**config.mk**
```make
export PLATFORM = sky130hd
export DESIGN_NAME = htx_core
export DESIGN_NICKNAME = d
export VERILOG_FILES = /design/src/logic/htx_pkg.sv /design/src/logic/htx_core.sv
export SDC_FILE = /design/constraint.sdc
export NUM_CORES = 2
export LEC_CHECK = 0
export ABC_AREA = 1
export BUFFER_PORTS_ARGS = -buffer_cell sky130_fd_sc_hd__buf_2
export CAP_MARGIN = 25
export CORE_MARGIN = 2
export CORE_UTILIZATION = 42
export CTS_CLUSTER_DIAMETER = 60
export DETAILED_ROUTE_END_ITERATION = 8
export SKIP_CTS_REPAIR_TIMING = 1
export SLEW_MARGIN = 20
export SYNTH_ARGS = -nofsm -noshare
export SYNTH_HDL_FRONTEND = slang
export SYNTH_SLANG_ARGS = --single-unit
```
**constraint.sdc**
```tcl
create_clock -name clk -period 9.9 [get_ports clk]
set_clock_uncertainty 0.2 [all_clocks]
set_input_delay 0.495 -clock clk [delete_from_list [all_inputs] [get_ports clk]]
set_output_delay 0.495 -clock clk [all_outputs]
set_load 0.005 [all_outputs]
```
**src/logic/htx_pkg.sv**
```systemverilog
// Package for the transmit packet processor: offsets, fields, reset values.
// Assumes a 32-bit register bus with one aligned word per register.
package htx_pkg;
	// Register indices (printed offsets are two bytes apart; byte address = 4 x index)
	localparam logic [7:0]  HTX_IDX_CONTROL   = 8'hA0;
	localparam logic [7:0]  HTX_IDX_DATA      = 8'hA2;
	localparam logic [7:0]  HTX_IDX_STATUS    = 8'hA4;
	localparam logic [7:0]  HTX_IDX_LATCHED   = 8'hA6;
	localparam logic [7:0]  HTX_IDX_IRQ_EN    = 8'hA8;
	localparam int          HTX_ADDR_W        = 12;
	// Control fields
	localparam int          HTX_CTL_THR_LSB   = 8;
	localparam int          HTX_CTL_STOP      = 6;
	localparam int          HTX_CTL_FCS_BAD   = 5;
	localparam int          HTX_CTL_FILL      = 4;
	localparam int          HTX_CTL_MSB       = 3;
	localparam int          HTX_CTL_INV       = 2;
	localparam int          HTX_CTL_FCS_OFF   = 1;
	localparam int          HTX_CTL_FLUSH     = 0;
	localparam logic [15:0] HTX_CTL_RESET     = 16'h0800;
	localparam logic [15:0] HTX_CTL_MASK      = 16'h1F7F;
	// Latched status fields
	localparam int          HTX_LAT_OVF       = 5;
	localparam int          HTX_LAT_UNF       = 4;
	localparam int          HTX_LAT_PEND      = 3;
	localparam int          HTX_LAT_EMPTY     = 1;
	localparam int          HTX_LAT_SPACE     = 0;
	localparam logic [5:0]  HTX_IRQ_MASK      = 6'h3B;
	// Storage
	localparam int          HTX_DEPTH         = 256;
	localparam int          HTX_PTR_W         = 8;
	localparam logic [8:0]  HTX_DEPTH_CNT     = 9'h100;
	// Memory power-up time after a flush is released
	localparam int          HTX_PWRUP_NS      = 100;
	localparam int          HTX_CLK_MHZ       = 250;
	localparam int          HTX_PWRUP_CYC     = (HTX_PWRUP_NS * HTX_CLK_MHZ + 999) / 1000;
	// Framing
	localparam logic [7:0]  HTX_FLAG          = 8'h7E;
	localparam logic [15:0] HTX_CRC_POLY_REF  = 16'h8408;
	localparam logic [2:0]  HTX_ONES_LIMIT    = 3'h5;
	// Bit rate divider: one link bit per HTX_BIT_DIV clocks
	localparam logic [7:0]  HTX_BIT_DIV       = 8'h04;
	// Bus responses
	localparam logic [1:0]  HTX_RESP_OKAY     = 2'h0;
	localparam logic [1:0]  HTX_RESP_SLVERR   = 2'h2;
	typedef enum logic [2:0] {HTX_IDLE, HTX_OPEN, HTX_DATA, HTX_FCS_LO, HTX_FCS_HI,
		HTX_CLOSE} htx_state_t;
endpackage : htx_pkg

```
**src/logic/htx_core.sv**
```systemverilog
// HDLC transmit packet processor with AXI4-Lite registers and serial bit output.
// Assumes the framer takes one bit per tx_bit_en pulse; single clock domain.
// What this block does
// - Storage available only with at least threshold x 8 + 1 free bytes.
// - Stop control halts further packets once the current packet ends.
// - Append inverted CRC normally, plain CRC when corruption control is set.
// - Corruption control has no effect while FCS is switched off.
// - Idle fill is repeated 7Eh flags, or all ones when selected.
// - Data bytes go out LSB first, or MSB first when reordering is on; FCS bytes always LSB first.
// - Inversion control flips every outgoing bit.
// - FCS appended when enabled; omitted when disabled.
// - Flush empties storage, halts transfer, powers memory down, drops writes.
// - After flush, discard data until a packet start after power-up.
// - Five registers: control, data, status, latched status, interrupt enable.
// - Byte in upper half, end flag in bit 0; data reads return zero.
// - A byte with end flag set is the last byte of its packet.
// - Storage-available bit is one when free space meets threshold.
// - Flush release sets latched empty and latched storage-available.
`timescale 1ns/1ps
module htx_core
(
	input  wire logic                           clk,       // 250 MHz clock
	input  wire logic                           rst,       // Async reset, active high
	input  wire logic [htx_pkg::HTX_ADDR_W-1:0] awaddr,    // Write address
	input  wire logic                           awvalid,   // Write address valid
	output logic                                awready,   // Write address ready
	input  wire logic [31:0]                    wdata,     // Write data
	input  wire logic [3:0]                     wstrb,     // Write byte strobes
	input  wire logic                           wvalid,    // Write data valid
	output logic                                wready,    // Write data ready
	output logic [1:0]                          bresp,     // Write response
	output logic                                bvalid,    // Write response valid
	input  wire logic                           bready,    // Write response ready
	input  wire logic [htx_pkg::HTX_ADDR_W-1:0] araddr,    // Read address
	input  wire logic                           arvalid,   // Read address valid
	output logic                                arready,   // Read address ready
	output logic [31:0]                         rdata,     // Read data
	output logic [1:0]                          rresp,     // Read response
	output logic                                rvalid,    // Read data valid
	input  wire logic                           rready,    // Read data ready
	output logic                                tx_bit,    // Serial bit toward framer
	output logic                                tx_bit_en, // One-cycle pulse: tx_bit valid
	output logic                                irq        // Level interrupt
);
	import htx_pkg::*;

	// ----------------------------------------------------------------
	// Register bus
	// ----------------------------------------------------------------
	logic [HTX_ADDR_W-1:0] aw_q, ar_q;
	logic                  aw_have_q, w_have_q, ar_have_q;
	logic [31:0]           w_q;
	logic [3:0]            ws_q;
	logic [15:0]           ctl_q;
	logic [5:0]            lat_q, ien_q;
	logic [5:0]            lat_set;

	function automatic logic [7:0] reg_idx(input logic [HTX_ADDR_W-1:0] a);
		reg_idx = a[9:2];
	endfunction : reg_idx

	wire        wr_go    = aw_have_q && w_have_q && !bvalid;
	wire [7:0]  wr_idx   = reg_idx(aw_q);
	wire        wr_ok    = (aw_q[1:0] == 2'h0) && (aw_q[HTX_ADDR_W-1:10] == '0);
	wire        wr_ctl   = wr_go && wr_ok && wr_idx == HTX_IDX_CONTROL;
	wire        wr_dat   = wr_go && wr_ok && wr_idx == HTX_IDX_DATA && ws_q[1];
	wire        wr_ien   = wr_go && wr_ok && wr_idx == HTX_IDX_IRQ_EN;
	wire        wr_map   = wr_ok && (wr_idx == HTX_IDX_CONTROL || wr_idx == HTX_IDX_DATA
		|| wr_idx == HTX_IDX_STATUS || wr_idx == HTX_IDX_LATCHED || wr_idx == HTX_IDX_IRQ_EN);
	wire        rd_go    = ar_have_q && !rvalid;
	wire [7:0]  rd_idx   = reg_idx(ar_q);
	wire        rd_ok    = (ar_q[1:0] == 2'h0) && (ar_q[HTX_ADDR_W-1:10] == '0);
	wire        rd_lat   = rd_go && rd_ok && rd_idx == HTX_IDX_LATCHED;
	wire        flush    = ctl_q[HTX_CTL_FLUSH];
	wire [15:0] ctl_wr   = ({ws_q[1], ws_q[1], ws_q[1], ws_q[1], ws_q[1], ws_q[1], ws_q[1],
		ws_q[1], {8{ws_q[0]}}} & w_q[15:0]) | (~{{8{ws_q[1]}}, {8{ws_q[0]}}} & ctl_q);
	// Next held and response state, so that the ready outputs come from flops
	wire        bvalid_d  = wr_go || (bvalid && !bready);
	wire        rvalid_d  = rd_go || (rvalid && !rready);
	wire        aw_have_d = (awvalid && awready) || (aw_have_q && !wr_go);
	wire        w_have_d  = (wvalid && wready) || (w_have_q && !wr_go);
	wire        ar_have_d = (arvalid && arready) || (ar_have_q && !rd_go);

	// Address and data capture, either order
	always_ff @(posedge clk or posedge rst)
	begin
		if (rst)
		begin
			aw_have_q <= 1'b0; w_have_q <= 1'b0; ar_have_q <= 1'b0;
			aw_q <= '0; ar_q <= '0; w_q <= '0; ws_q <= '0;
			awready <= 1'b1; wready <= 1'b1; arready <= 1'b1;
		end
		else
		begin
			if (awvalid && awready) begin aw_have_q <= 1'b1; aw_q <= awaddr; end
			else if (wr_go) aw_have_q <= 1'b0;
			if (wvalid && wready) begin w_have_q <= 1'b1; w_q <= wdata; ws_q <= wstrb; end
			else if (wr_go) w_have_q <= 1'b0;
			if (arvalid && arready) begin ar_have_q <= 1'b1; ar_q <= araddr; end
			else if (rd_go) ar_have_q <= 1'b0;
			awready <= !aw_have_d && !bvalid_d;
			wready  <= !w_have_d && !bvalid_d;
			arready <= !ar_have_d && !rvalid_d;
		end
	end

	// ----------------------------------------------------------------
	// Storage and status
	// ----------------------------------------------------------------
	logic [8:0]           mem [HTX_DEPTH];
	logic [HTX_PTR_W-1:0] wp_q, rp_q;
	logic [8:0]           cnt_q;
	logic                 pwr_busy_q, hunt_q, flush_q;
	logic [7:0]           pwr_cnt_q;
	logic                 rd_byte;
	logic                 space_q, empty_q;

	wire [8:0] free_cnt  = HTX_DEPTH_CNT - cnt_q;
	wire [8:0] thr_bytes = {1'b0, ctl_q[HTX_CTL_THR_LSB +: 5], 3'h0} + 9'h001;
	wire       space_now = free_cnt >= thr_bytes;
	wire       empty_now = cnt_q == 9'h000;
	wire       full_now  = cnt_q == HTX_DEPTH_CNT;
	// Writes ignored in flush; discarded during power-up and until a packet start
	wire       accept    = wr_dat && !flush && !pwr_busy_q && !hunt_q;
	wire       push      = accept && !full_now;
	wire       fl_rel    = flush_q && !flush;

	// Byte plus end flag enter storage on the upper-byte write
	always_ff @(posedge clk)
	begin
		if (push)
			mem[wp_q] <= {w_q[0], w_q[15:8]};
	end

	// Pointers, fill count, memory power-up after flush
	always_ff @(posedge clk or posedge rst)
	begin
		if (rst)
		begin
			wp_q <= '0; rp_q <= '0; cnt_q <= '0; flush_q <= 1'b0;
			pwr_busy_q <= 1'b0; pwr_cnt_q <= '0; hunt_q <= 1'b0;
		end
		else
		begin
			flush_q <= flush;
			if (flush)
			begin
				wp_q <= '0; rp_q <= '0; cnt_q <= '0;
				pwr_busy_q <= 1'b1; pwr_cnt_q <= 8'(HTX_PWRUP_CYC); hunt_q <= 1'b1;
			end
			else
			begin
				if (pwr_busy_q)
				begin
					pwr_cnt_q <= pwr_cnt_q - 8'h01;
					if (pwr_cnt_q == 8'h01) pwr_busy_q <= 1'b0;
				end
				// This write ends a packet, so the next write starts one
				else if (hunt_q && wr_dat && w_q[0]) hunt_q <= 1'b0;
				if (push) wp_q <= wp_q + 1'b1;
				if (rd_byte) rp_q <= rp_q + 1'b1;
				cnt_q <= 9'(cnt_q + {8'h00, push} - {8'h00, rd_byte});
			end
		end
	end

	// ----------------------------------------------------------------
	// Serializer
	// ----------------------------------------------------------------
	htx_state_t st_q;
	logic [7:0]  div_q;
	logic [7:0]  sh_q;
	logic [2:0]  bit_q, ones_q;
	logic [15:0] crc_q;
	logic        last_q, stuff_q;
	logic        unf_ev, pend_ev;

	wire        bit_tick  = div_q == HTX_BIT_DIV - 8'h01;
	wire [8:0]  head      = mem[rp_q];
	wire        stuffed   = st_q inside {HTX_DATA, HTX_FCS_LO, HTX_FCS_HI};
	wire        need_zero = (stuffed || st_q == HTX_CLOSE) && ones_q == HTX_ONES_LIMIT;
	wire        cur_bit   = need_zero ? 1'b0 : sh_q[0];
	wire        crc_fb    = crc_q[0] ^ sh_q[0];
	wire        fcs_on    = !ctl_q[HTX_CTL_FCS_OFF];
	wire [15:0] crc_nxt   = {1'b0, crc_q[15:1]} ^ (crc_fb ? HTX_CRC_POLY_REF : 16'h0000);
	wire        fcs_bad   = ctl_q[HTX_CTL_FCS_BAD] && fcs_on;
	// Low byte must include the last data bit, so it comes from the next CRC
	wire [7:0]  fcs_lo    = fcs_bad ? crc_nxt[7:0] : ~crc_nxt[7:0];
	wire [7:0]  fcs_hi    = fcs_bad ? crc_q[15:8] : ~crc_q[15:8];
	wire        byte_done = bit_tick && !need_zero && bit_q == 3'h7;
	wire        can_start = !empty_now && !flush && !ctl_q[HTX_CTL_STOP];

	function automatic logic [7:0] order(input logic [7:0] b, input logic msb);
		order = msb ? {b[0], b[1], b[2], b[3], b[4], b[5], b[6], b[7]} : b;
	endfunction : order

	assign rd_byte = byte_done && !flush && !empty_now
		&& (((st_q == HTX_OPEN) || (st_q == HTX_DATA && !last_q)));
	assign unf_ev  = byte_done && st_q == HTX_DATA && !last_q && empty_now && !flush;
	assign pend_ev = rd_byte && head[8];

	// Bit engine: flags, data, FCS, stuffing and CRC
	always_ff @(posedge clk or posedge rst)
	begin
		if (rst)
		begin
			st_q <= HTX_IDLE; div_q <= '0; sh_q <= HTX_FLAG; bit_q <= '0;
			ones_q <= '0; crc_q <= 16'hFFFF; last_q <= 1'b0; tx_bit <= 1'b1;
			tx_bit_en <= 1'b0;
		end
		else
		begin
			div_q     <= bit_tick ? 8'h00 : div_q + 8'h01;
			tx_bit_en <= bit_tick;
			if (flush)
			begin
				st_q <= HTX_IDLE; sh_q <= HTX_FLAG; bit_q <= '0; ones_q <= '0;
			end
			else if (bit_tick)
			begin
				tx_bit <= cur_bit ^ ctl_q[HTX_CTL_INV];
				ones_q <= (cur_bit && stuffed) ? ones_q + 3'h1 : 3'h0;
				if (!need_zero)
				begin
					if (st_q == HTX_DATA) crc_q <= crc_nxt;
					sh_q  <= {1'b1, sh_q[7:1]};
					bit_q <= bit_q + 3'h1;
				end
				if (byte_done)
				begin
					unique case (st_q)
						HTX_IDLE, HTX_CLOSE:
						begin
							st_q <= can_start ? HTX_OPEN : HTX_IDLE;
							sh_q <= (can_start || !ctl_q[HTX_CTL_FILL]) ? HTX_FLAG : 8'hFF;
						end
						HTX_OPEN:
						begin
							st_q <= HTX_DATA; crc_q <= 16'hFFFF;
							sh_q <= order(head[7:0], ctl_q[HTX_CTL_MSB]);
							last_q <= head[8];
						end
						HTX_DATA:
							if (last_q || empty_now)
							begin
								st_q <= fcs_on ? HTX_FCS_LO : HTX_CLOSE;
								sh_q <= fcs_on ? fcs_lo : HTX_FLAG;
							end
							else
							begin
								sh_q <= order(head[7:0], ctl_q[HTX_CTL_MSB]);
								last_q <= head[8];
							end
						HTX_FCS_LO:
						begin
							st_q <= HTX_FCS_HI; sh_q <= fcs_hi;
						end
						HTX_FCS_HI:
						begin
							st_q <= HTX_CLOSE; sh_q <= HTX_FLAG;
						end
						default: st_q <= HTX_IDLE;
					endcase
				end
			end
		end
	end

	// ----------------------------------------------------------------
	// Status, latched events, interrupt, control
	// ----------------------------------------------------------------
	assign lat_set = {wr_dat && !flush && full_now, unf_ev, pend_ev, 1'b0,
		(empty_now && !empty_q) || fl_rel, (space_now && !space_q) || fl_rel};

	// Control, enables, sticky bits (set wins over read clear)
	always_ff @(posedge clk or posedge rst)
	begin
		if (rst)
		begin
			ctl_q <= HTX_CTL_RESET; ien_q <= '0; lat_q <= '0;
			space_q <= 1'b1; empty_q <= 1'b1; irq <= 1'b0;
		end
		else
		begin
			if (wr_ctl) ctl_q <= ctl_wr & HTX_CTL_MASK;
			if (wr_ien && ws_q[0]) ien_q <= w_q[5:0] & HTX_IRQ_MASK;
			lat_q   <= ((rd_lat ? 6'h00 : lat_q) | lat_set) & HTX_IRQ_MASK;
			space_q <= space_now;
			empty_q <= empty_now;
			irq     <= |(lat_q & ien_q);
		end
	end

	wire [15:0] status_w  = {2'h0, free_cnt[8:3] > 6'd32 ? 6'd32 : free_cnt[8:3], 5'h0,
		full_now, empty_now, space_now};
	wire [15:0] rd_mux    = !rd_ok ? 16'h0000 :
		rd_idx == HTX_IDX_CONTROL ? ctl_q :
		rd_idx == HTX_IDX_STATUS  ? status_w :
		rd_idx == HTX_IDX_LATCHED ? {10'h000, lat_q} :
		rd_idx == HTX_IDX_IRQ_EN  ? {10'h000, ien_q} : 16'h0000;
	wire        rd_map    = rd_ok && (rd_idx == HTX_IDX_CONTROL || rd_idx == HTX_IDX_DATA
		|| rd_idx == HTX_IDX_STATUS || rd_idx == HTX_IDX_LATCHED || rd_idx == HTX_IDX_IRQ_EN);

	// Responses
	always_ff @(posedge clk or posedge rst)
	begin
		if (rst)
		begin
			bvalid <= 1'b0; bresp <= HTX_RESP_OKAY;
			rvalid <= 1'b0; rresp <= HTX_RESP_OKAY; rdata <= '0;
		end
		else
		begin
			if (wr_go) begin bvalid <= 1'b1; bresp <= wr_map ? HTX_RESP_OKAY : HTX_RESP_SLVERR; end
			else if (bready) bvalid <= 1'b0;
			if (rd_go)
			begin
				rvalid <= 1'b1; rdata <= {16'h0000, rd_mux};
				rresp  <= rd_map ? HTX_RESP_OKAY : HTX_RESP_SLVERR;
			end
			else if (rready) rvalid <= 1'b0;
		end
	end

	// ----------------------------------------------------------------
	// Assertions
	// ----------------------------------------------------------------
	space_thr_a: assert property (@(posedge clk) disable iff (rst)
		space_now == ({3'h0, free_cnt} >= 12'({ctl_q[12:8], 3'h0}) + 12'd1))
		else $error("space flag wrong");
	stop_hold_a: assert property (@(posedge clk) disable iff (rst)
		(st_q inside {HTX_IDLE, HTX_CLOSE} && byte_done && ctl_q[HTX_CTL_STOP])
		|=> st_q == HTX_IDLE)
		else $error("packet started while stopped");
	flush_drop_a: assert property (@(posedge clk) disable iff (rst)
		flush |=> cnt_q == 9'h000)
		else $error("flush did not empty storage");
	flush_rel_a: assert property (@(posedge clk) disable iff (rst)
		fl_rel |=> lat_q[HTX_LAT_EMPTY] && lat_q[HTX_LAT_SPACE])
		else $error("flush release not latched");
	no_fcs_a: assert property (@(posedge clk) disable iff (rst || flush)
		(st_q == HTX_DATA && byte_done && last_q && !fcs_on) |=> st_q == HTX_CLOSE)
		else $error("fcs sent while off");
	fcs_inv_a: assert property (@(posedge clk) disable iff (rst || flush)
		(st_q == HTX_DATA && byte_done && last_q && fcs_on)
		|=> sh_q == ($past(ctl_q[HTX_CTL_FCS_BAD]) ? crc_q[7:0] : ~crc_q[7:0]))
		else $error("fcs polarity");
	stuff_zero_a: assert property (@(posedge clk) disable iff (rst || flush)
		(bit_tick && need_zero) |=> tx_bit == ctl_q[HTX_CTL_INV])
		else $error("stuffed bit not zero");
	busy_drop_a: assert property (@(posedge clk) disable iff (rst)
		(pwr_busy_q || hunt_q) |-> !push)
		else $error("write taken during power-up");
	irq_lvl_a: assert property (@(posedge clk) disable iff (rst)
		|(lat_q & ien_q) |=> irq)
		else $error("irq not raised");
	pkt_c:   cover property (@(posedge clk) disable iff (rst) st_q == HTX_FCS_HI && byte_done);
	stuff_c: cover property (@(posedge clk) disable iff (rst) bit_tick && need_zero);
	rel_c:   cover property (@(posedge clk) disable iff (rst) fl_rel);
endmodule : htx_core

```
==> After elaboration in Yosys (flattened, before gate mapping) <==
Memories as Yosys holds them, arrays and structs flattened.
Index checks and enable logic that the tools add are counted.
{ "op_classes": {"addsub": 10, "n_mul": 0, "div": 0, "order_cmp": 2, "eq_ne": 24, "shifts": 0, "n_mux": 66, "bitwise": 12, "n_reduce_logical": 120} }
{ "op_table": {"columns": ["op", "count"], "rows": [
  ["two-way mux 8 bit", 17],
  ["equality test 8 bit (second input constant)", 10],
  ["two-way mux 16 bit", 5],
  ["logical AND 1 bit", 52],
  ["two-way mux 14 bit", 3],
  ["one-hot mux 8 bit (5 select lines)", 1],
  ["two-way mux 3 bit", 11],
  ["bitwise AND 13 bit", 2],
  ["adder 8 x 1 -> 8 bit (second input constant)", 3],
  ["two-way mux 6 bit", 4],
  ["nonzero test 2 bit", 12],
  ["zero test 1 bit", 23],
  ["two-way mux 1 bit", 20],
  ["logical OR 1 bit", 19],
  ["inverter 8 bit", 2],
  ["XOR 15 x 16 -> 16 bit", 1],
  ["one-hot mux 3 bit (5 select lines)", 1],
  ["inverter 13 bit", 1],
  ["bitwise OR 13 bit", 1],
  ["equality test 3 bit (second input constant)", 4],
  ["adder 8 x 1 -> 9 bit (second input constant)", 1],
  ["adder 9 x 1 -> 9 bit", 1],
  ["equality test 9 bit (second input constant)", 1],
  ["greater-or-equal comparator 9 bit", 1],
  ["other kinds (27)", 38]
]} }
{ "word_totals": {"register_bits": 175, "latch_bits": 0, "mem_bits_rw": 2304, "mem_bits_ro": 0, "inputBits": 67, "out_inout_bits": 44, "word_cells": 272, "memories": 1} }
{ "memory_table": {"columns": ["name", "words", "width", "rd", "rd_ports_with_merged_regs", "write_ports", "line", "source"], "rows": [
  ["mem", 256, 9, 1, 0, 1, "htx_core.sv:110", "logic [8:0] mem [HTX_DEPTH];"]
]} }

==> Depth between registers and ports, before layout <==
{ "logic_depth": {"ltp_word": 12, "depth_mapped": 25, "ltp_nobuf": 25} }

==> Least setup slack after synthesis <==
OpenSTA, ideal clock, no wires.
{ "synth_timing": {"kind": "register to register", "from": "reg w_q[0]", "to": "mem mem[0][8], data pin", "setup_ns": 0.807, "arrival_ns": 3.198, "required_ns": 8.893, "setup_slack_ns": 5.695, "stages_incl_launch_ff": 1, "path_buffers": 0, "synth_period_minus_slack_ns": 4.205, "path_cell_list": "dfrtp_1"} }
{ "synth_lines": {"columns": ["element", "line", "source"], "rows": [
  ["start, declared", "htx_core.sv:52", "logic [31:0] w_q;"],
  ["start signal, assigned", "htx_core.sv:90", "aw_q <= '0; ar_q <= '0; w_q <= '0; ws_q <= '0;"],
  ["start signal, assigned", "htx_core.sv:97", "if (wvalid && wready) begin w_have_q <= 1'b1; w_q <= wdata; ws_q <= wstrb; end"],
  ["end, declared", "htx_core.sv:110", null]
]} }
Straight into the memory's write port.

==> Worst setup path in the final report <==
{ "layout_timing": {"from": "reg rp_q[1]", "to": "reg sh_q[7]"} }
{ "layout_via": {"elab_chain_len": 7} }
{ "layout_rtl": {"columns": ["element", "line", "source"], "rows": [
  ["start, declared", "htx_core.sv:111", "logic [HTX_PTR_W-1:0] wp_q, rp_q;"],
  ["start signal, assigned", "htx_core.sv:161", "if (rd_byte) rp_q <= rp_q + 1'b1;"],
  ["memory (256 x 9 bit) *", null, null],
  ["two-way mux 8 bit *", "htx_core.sv:194", "order = msb ? {b[0], b[1], b[2], b[3], b[4], b[5], b[6], b[7]} : b;"],
  ["two-way mux 8 bit", "htx_core.sv:244", "if (last_q || empty_now)"],
  ["one-hot mux 8 bit (5 select lines) *", "htx_core.sv:231", "unique case (st_q)"],
  ["two-way mux 8 bit *", "htx_core.sv:229", "if (byte_done)"],
  ["two-way mux 8 bit *", "htx_core.sv:219", "else if (bit_tick)"],
  ["two-way mux 8 bit *", "htx_core.sv:215", "if (flush)"],
  ["end signal, assigned", "htx_core.sv:226", "sh_q <= {1'b1, sh_q[7:1]};"],
  ["end signal, assigned", "htx_core.sv:235", "sh_q <= (can_start || !ctl_q[HTX_CTL_FILL]) ? HTX_FLAG : 8'hFF;"],
  ["end signal, assigned", "htx_core.sv:240", "sh_q <= order(head[7:0], ctl_q[HTX_CTL_MSB]);"],
  ["end, declared", "htx_core.sv:172", "logic [7:0] sh_q;"]
]} }
Mark *: on every way between the ends. The rest lies on a longest branch, timed or not. The select of a mux whose other input is x is not followed.
A chain may end at the register's enable or synchronous reset.

==> results.yml <==
outcome:
  status: "complete, no violations"
sta:
  fmax_mhz: 197
  finalHoldViolations: 0
  period_needed_ns: 5.07
  worst_slew_pin_slew_ns: 1.24
  setup_viol: 0
  slew_headroom_pct: 17.4
  fin_crit_sh_pct: 51.2
  rsz0062_at_grt: "no"
  tns_ns: 0
  report.final.slew_viol_count: 0
cells_and_area:
  area_growth_pct: 11.5
  final_common_cell: "edfxtp_1"
  design_area_um2: 115000
  nets: 8988
  most-common-layout-cells: "edfxtp_1, nor2_1, nand2_1, o21ai_0, nand3_1"
  layout-drive-gt1-share_pct: 7.00
power_and_ir_drop:
  ir_worst_vdd_uv: 251
  power_uw: 27700
  p_leak_uw: 0.0399
  pwr_density_cell_nw_per_um2: 242
worst_hold_path:
  holdPathStages: 4
  hp-class: "input pin to flip-flop"
floorplan:
  die-area_um2: 249000
  io_pins: 111
  die_y_um: 499
  core_um2: 243000
  num_rows: 181
  start_util_pct: 42.2
  die_w_um: 499
setup_path:
  path_class: "flip-flop to flip-flop"
  reg2reg_depth: 17
  cp_max_fo: 121
  cp.arrival_ns: 5.70
  crit_path_end_kind: "flip-flop"
  start_kind: "flip-flop"
  worstPathRequired_ns: 10.53
yosys:
  synth-edff-count: 2304
  synth_cell_type_count: 54
  netlist.area_leader.share_pct: 67.3
  syn_avg_cell_area_um2: 11.5
  synth_cells: 8897
  netlist_area_um2: 103000
  synth_area_leaders: "edfxtp_1, nor2_1, nand2_1"
  synth.largest_area_cell: "edfxtp_1"
  yosys_warnings: 0
  ys_seq_area_share_pct: 71.5
  ys_ff_latch: 2473
  ys.flop_type: "edfxtp_1"
  async_flop_share_pct: 6.83
drt:
  wl_per_cell_um: 22.7
  drt_iter0_markers: 7586
  first_pass_iters: 6
  postRouteAntennaNets: 0
  post_drt_via_cell_ratio: 5.51
  drc: 0
  postRouteWirelength_mm: 279
  via_count: 67600
job:
  maxCapViolations: 0
global_routing:
  grt_overflow_total: 0
  grt_max_degree: 221
  track_usage_pct: 21.8
  grt_pass1_vias: 63800
  grt_pass1_wl_mm: 412
  antenna_found_initial: 6
clock_network:
  clk_latency_ns: 0.91
  tritoncts: "yes"
  clockBufferDepth: 4
  clockRootBuffer: "clkbuf_16"
  clk_pin_slew_ns: 0.06
  clkSinkCount: 2473
  cts_buffers: 277
  cts_max_level: 5
place:
  place_area_um2: 105000
  place.port_buffers: 70
  hpwl_mm: 153
  place_congestion: 0.902
## where the power goes
part,switching [uW],internal [uW]
combinational,3410,1020
clock,4040,5660
sequential,511,13000
total,7960,19700
## kinds of logic after synthesis
family	after synthesis	share of synthesized area, %
multiplexers	5	0.0548
other	1	0.00365
AO/OA/AOI/OAI	1409	7.74
XOR/XNOR	15	0.128
buffers and inverters	943	4.30
adder cells (fa/ha/maj)	37	0.458
AND/OR/NAND/NOR	4014	15.8
flip-flops	2473	71.5
## per-stage QoR
step                      utilization, %  setup WS, ns  cells  hold slack [ns]
after CTS                           46.7          4.93  12200           -0.473
final                               47.1          4.83  12300            0.132
after global placement              43.2          4.98  11700            0.251
after detailed placement            43.3          4.95  11700            0.254
after global routing                47.1          4.61  12300            0.139
after floorplan                        -          4.68   8917            0.233
## metal layers
| layer | vias up | wire length (um) | part of all wire, % | GRT usage, % |
|---|---|---|---|---|
| met5 | - | 0 | 0 | 0 |
| li1 | 31200 | - | - | - |
| met4 | 0 | 10700 | 3.8 | 8.37 |
| met2 | 2635 | 130000 | 46 | 34.1 |
| met3 | 562 | 22400 | 8.0 | 4.23 |
| met1 | 33300 | 116000 | 42 | 30.1 |
## state kept, by name, indices dropped and copies added, names as in the netlist, 9 cells and up, named ones only
register / count
crc_q: 16
ar_q: 12
aw_q: 12
rdata: 13
mem: 2304
cnt_q: 9
w_q: 15
## path summary, 6_finish.rpt
check,endpoint,slack [ns],start
setup / recovery,sh_q[7],4.83,rp_q[1]
hold / removal,aw_q[3],0.13,awaddr[3]
setup reg to reg,sh_q[7],4.83,rp_q[1]
hold reg to reg,div_q[0],0.26,div_q[0]
max in group asynchronous,rp_q[0],7.34,rst
min in group asynchronous,ar_q[11],0.49,rst
## critical path, cell delays in order, from the launching register on
cell and delay, ns:
dfrtp_4 0.70, buf_12 0.53, buf_4 0.57, buf_4 0.61
o21ai_0 0.19, o22ai_1 0.30, nand2_1 0.09, nand2_1 0.15
nand2_1 0.07, nand3_1 0.08, nand3_1 0.38, nand3_1 0.21
nand3_1 0.11, nand3_1 0.11, nand3_1 0.15, nand2_1 0.12
nand2_1 0.06, nand2_1 0.06
## layout make-up
cell class,count,area (um2)
Clock buffer,348,7380
Multi-Input combinational cell,5501,25000
Clock inverter,119,1030
Timing Repair Buffer,261,2170
Antenna cell,6,15.0
Tap cell,3202,4010
Fill cell,21600,129000
Inverter,370,1430
Sequential cell,2473,73500
## cell usage after synthesis (84+ instances only)
cell type	n
edfxtp_1	2304
nor2_1	1834
nand2_1	1281
o21ai_0	883
nand3_1	846
inv_1	358
buf_2	208
clkbuf_1	202
o211ai_1	193
dfrtp_1	140
a21oi_1	91
o21ai_1	84
Note: power is estimated with default switching activity, not from simulation.
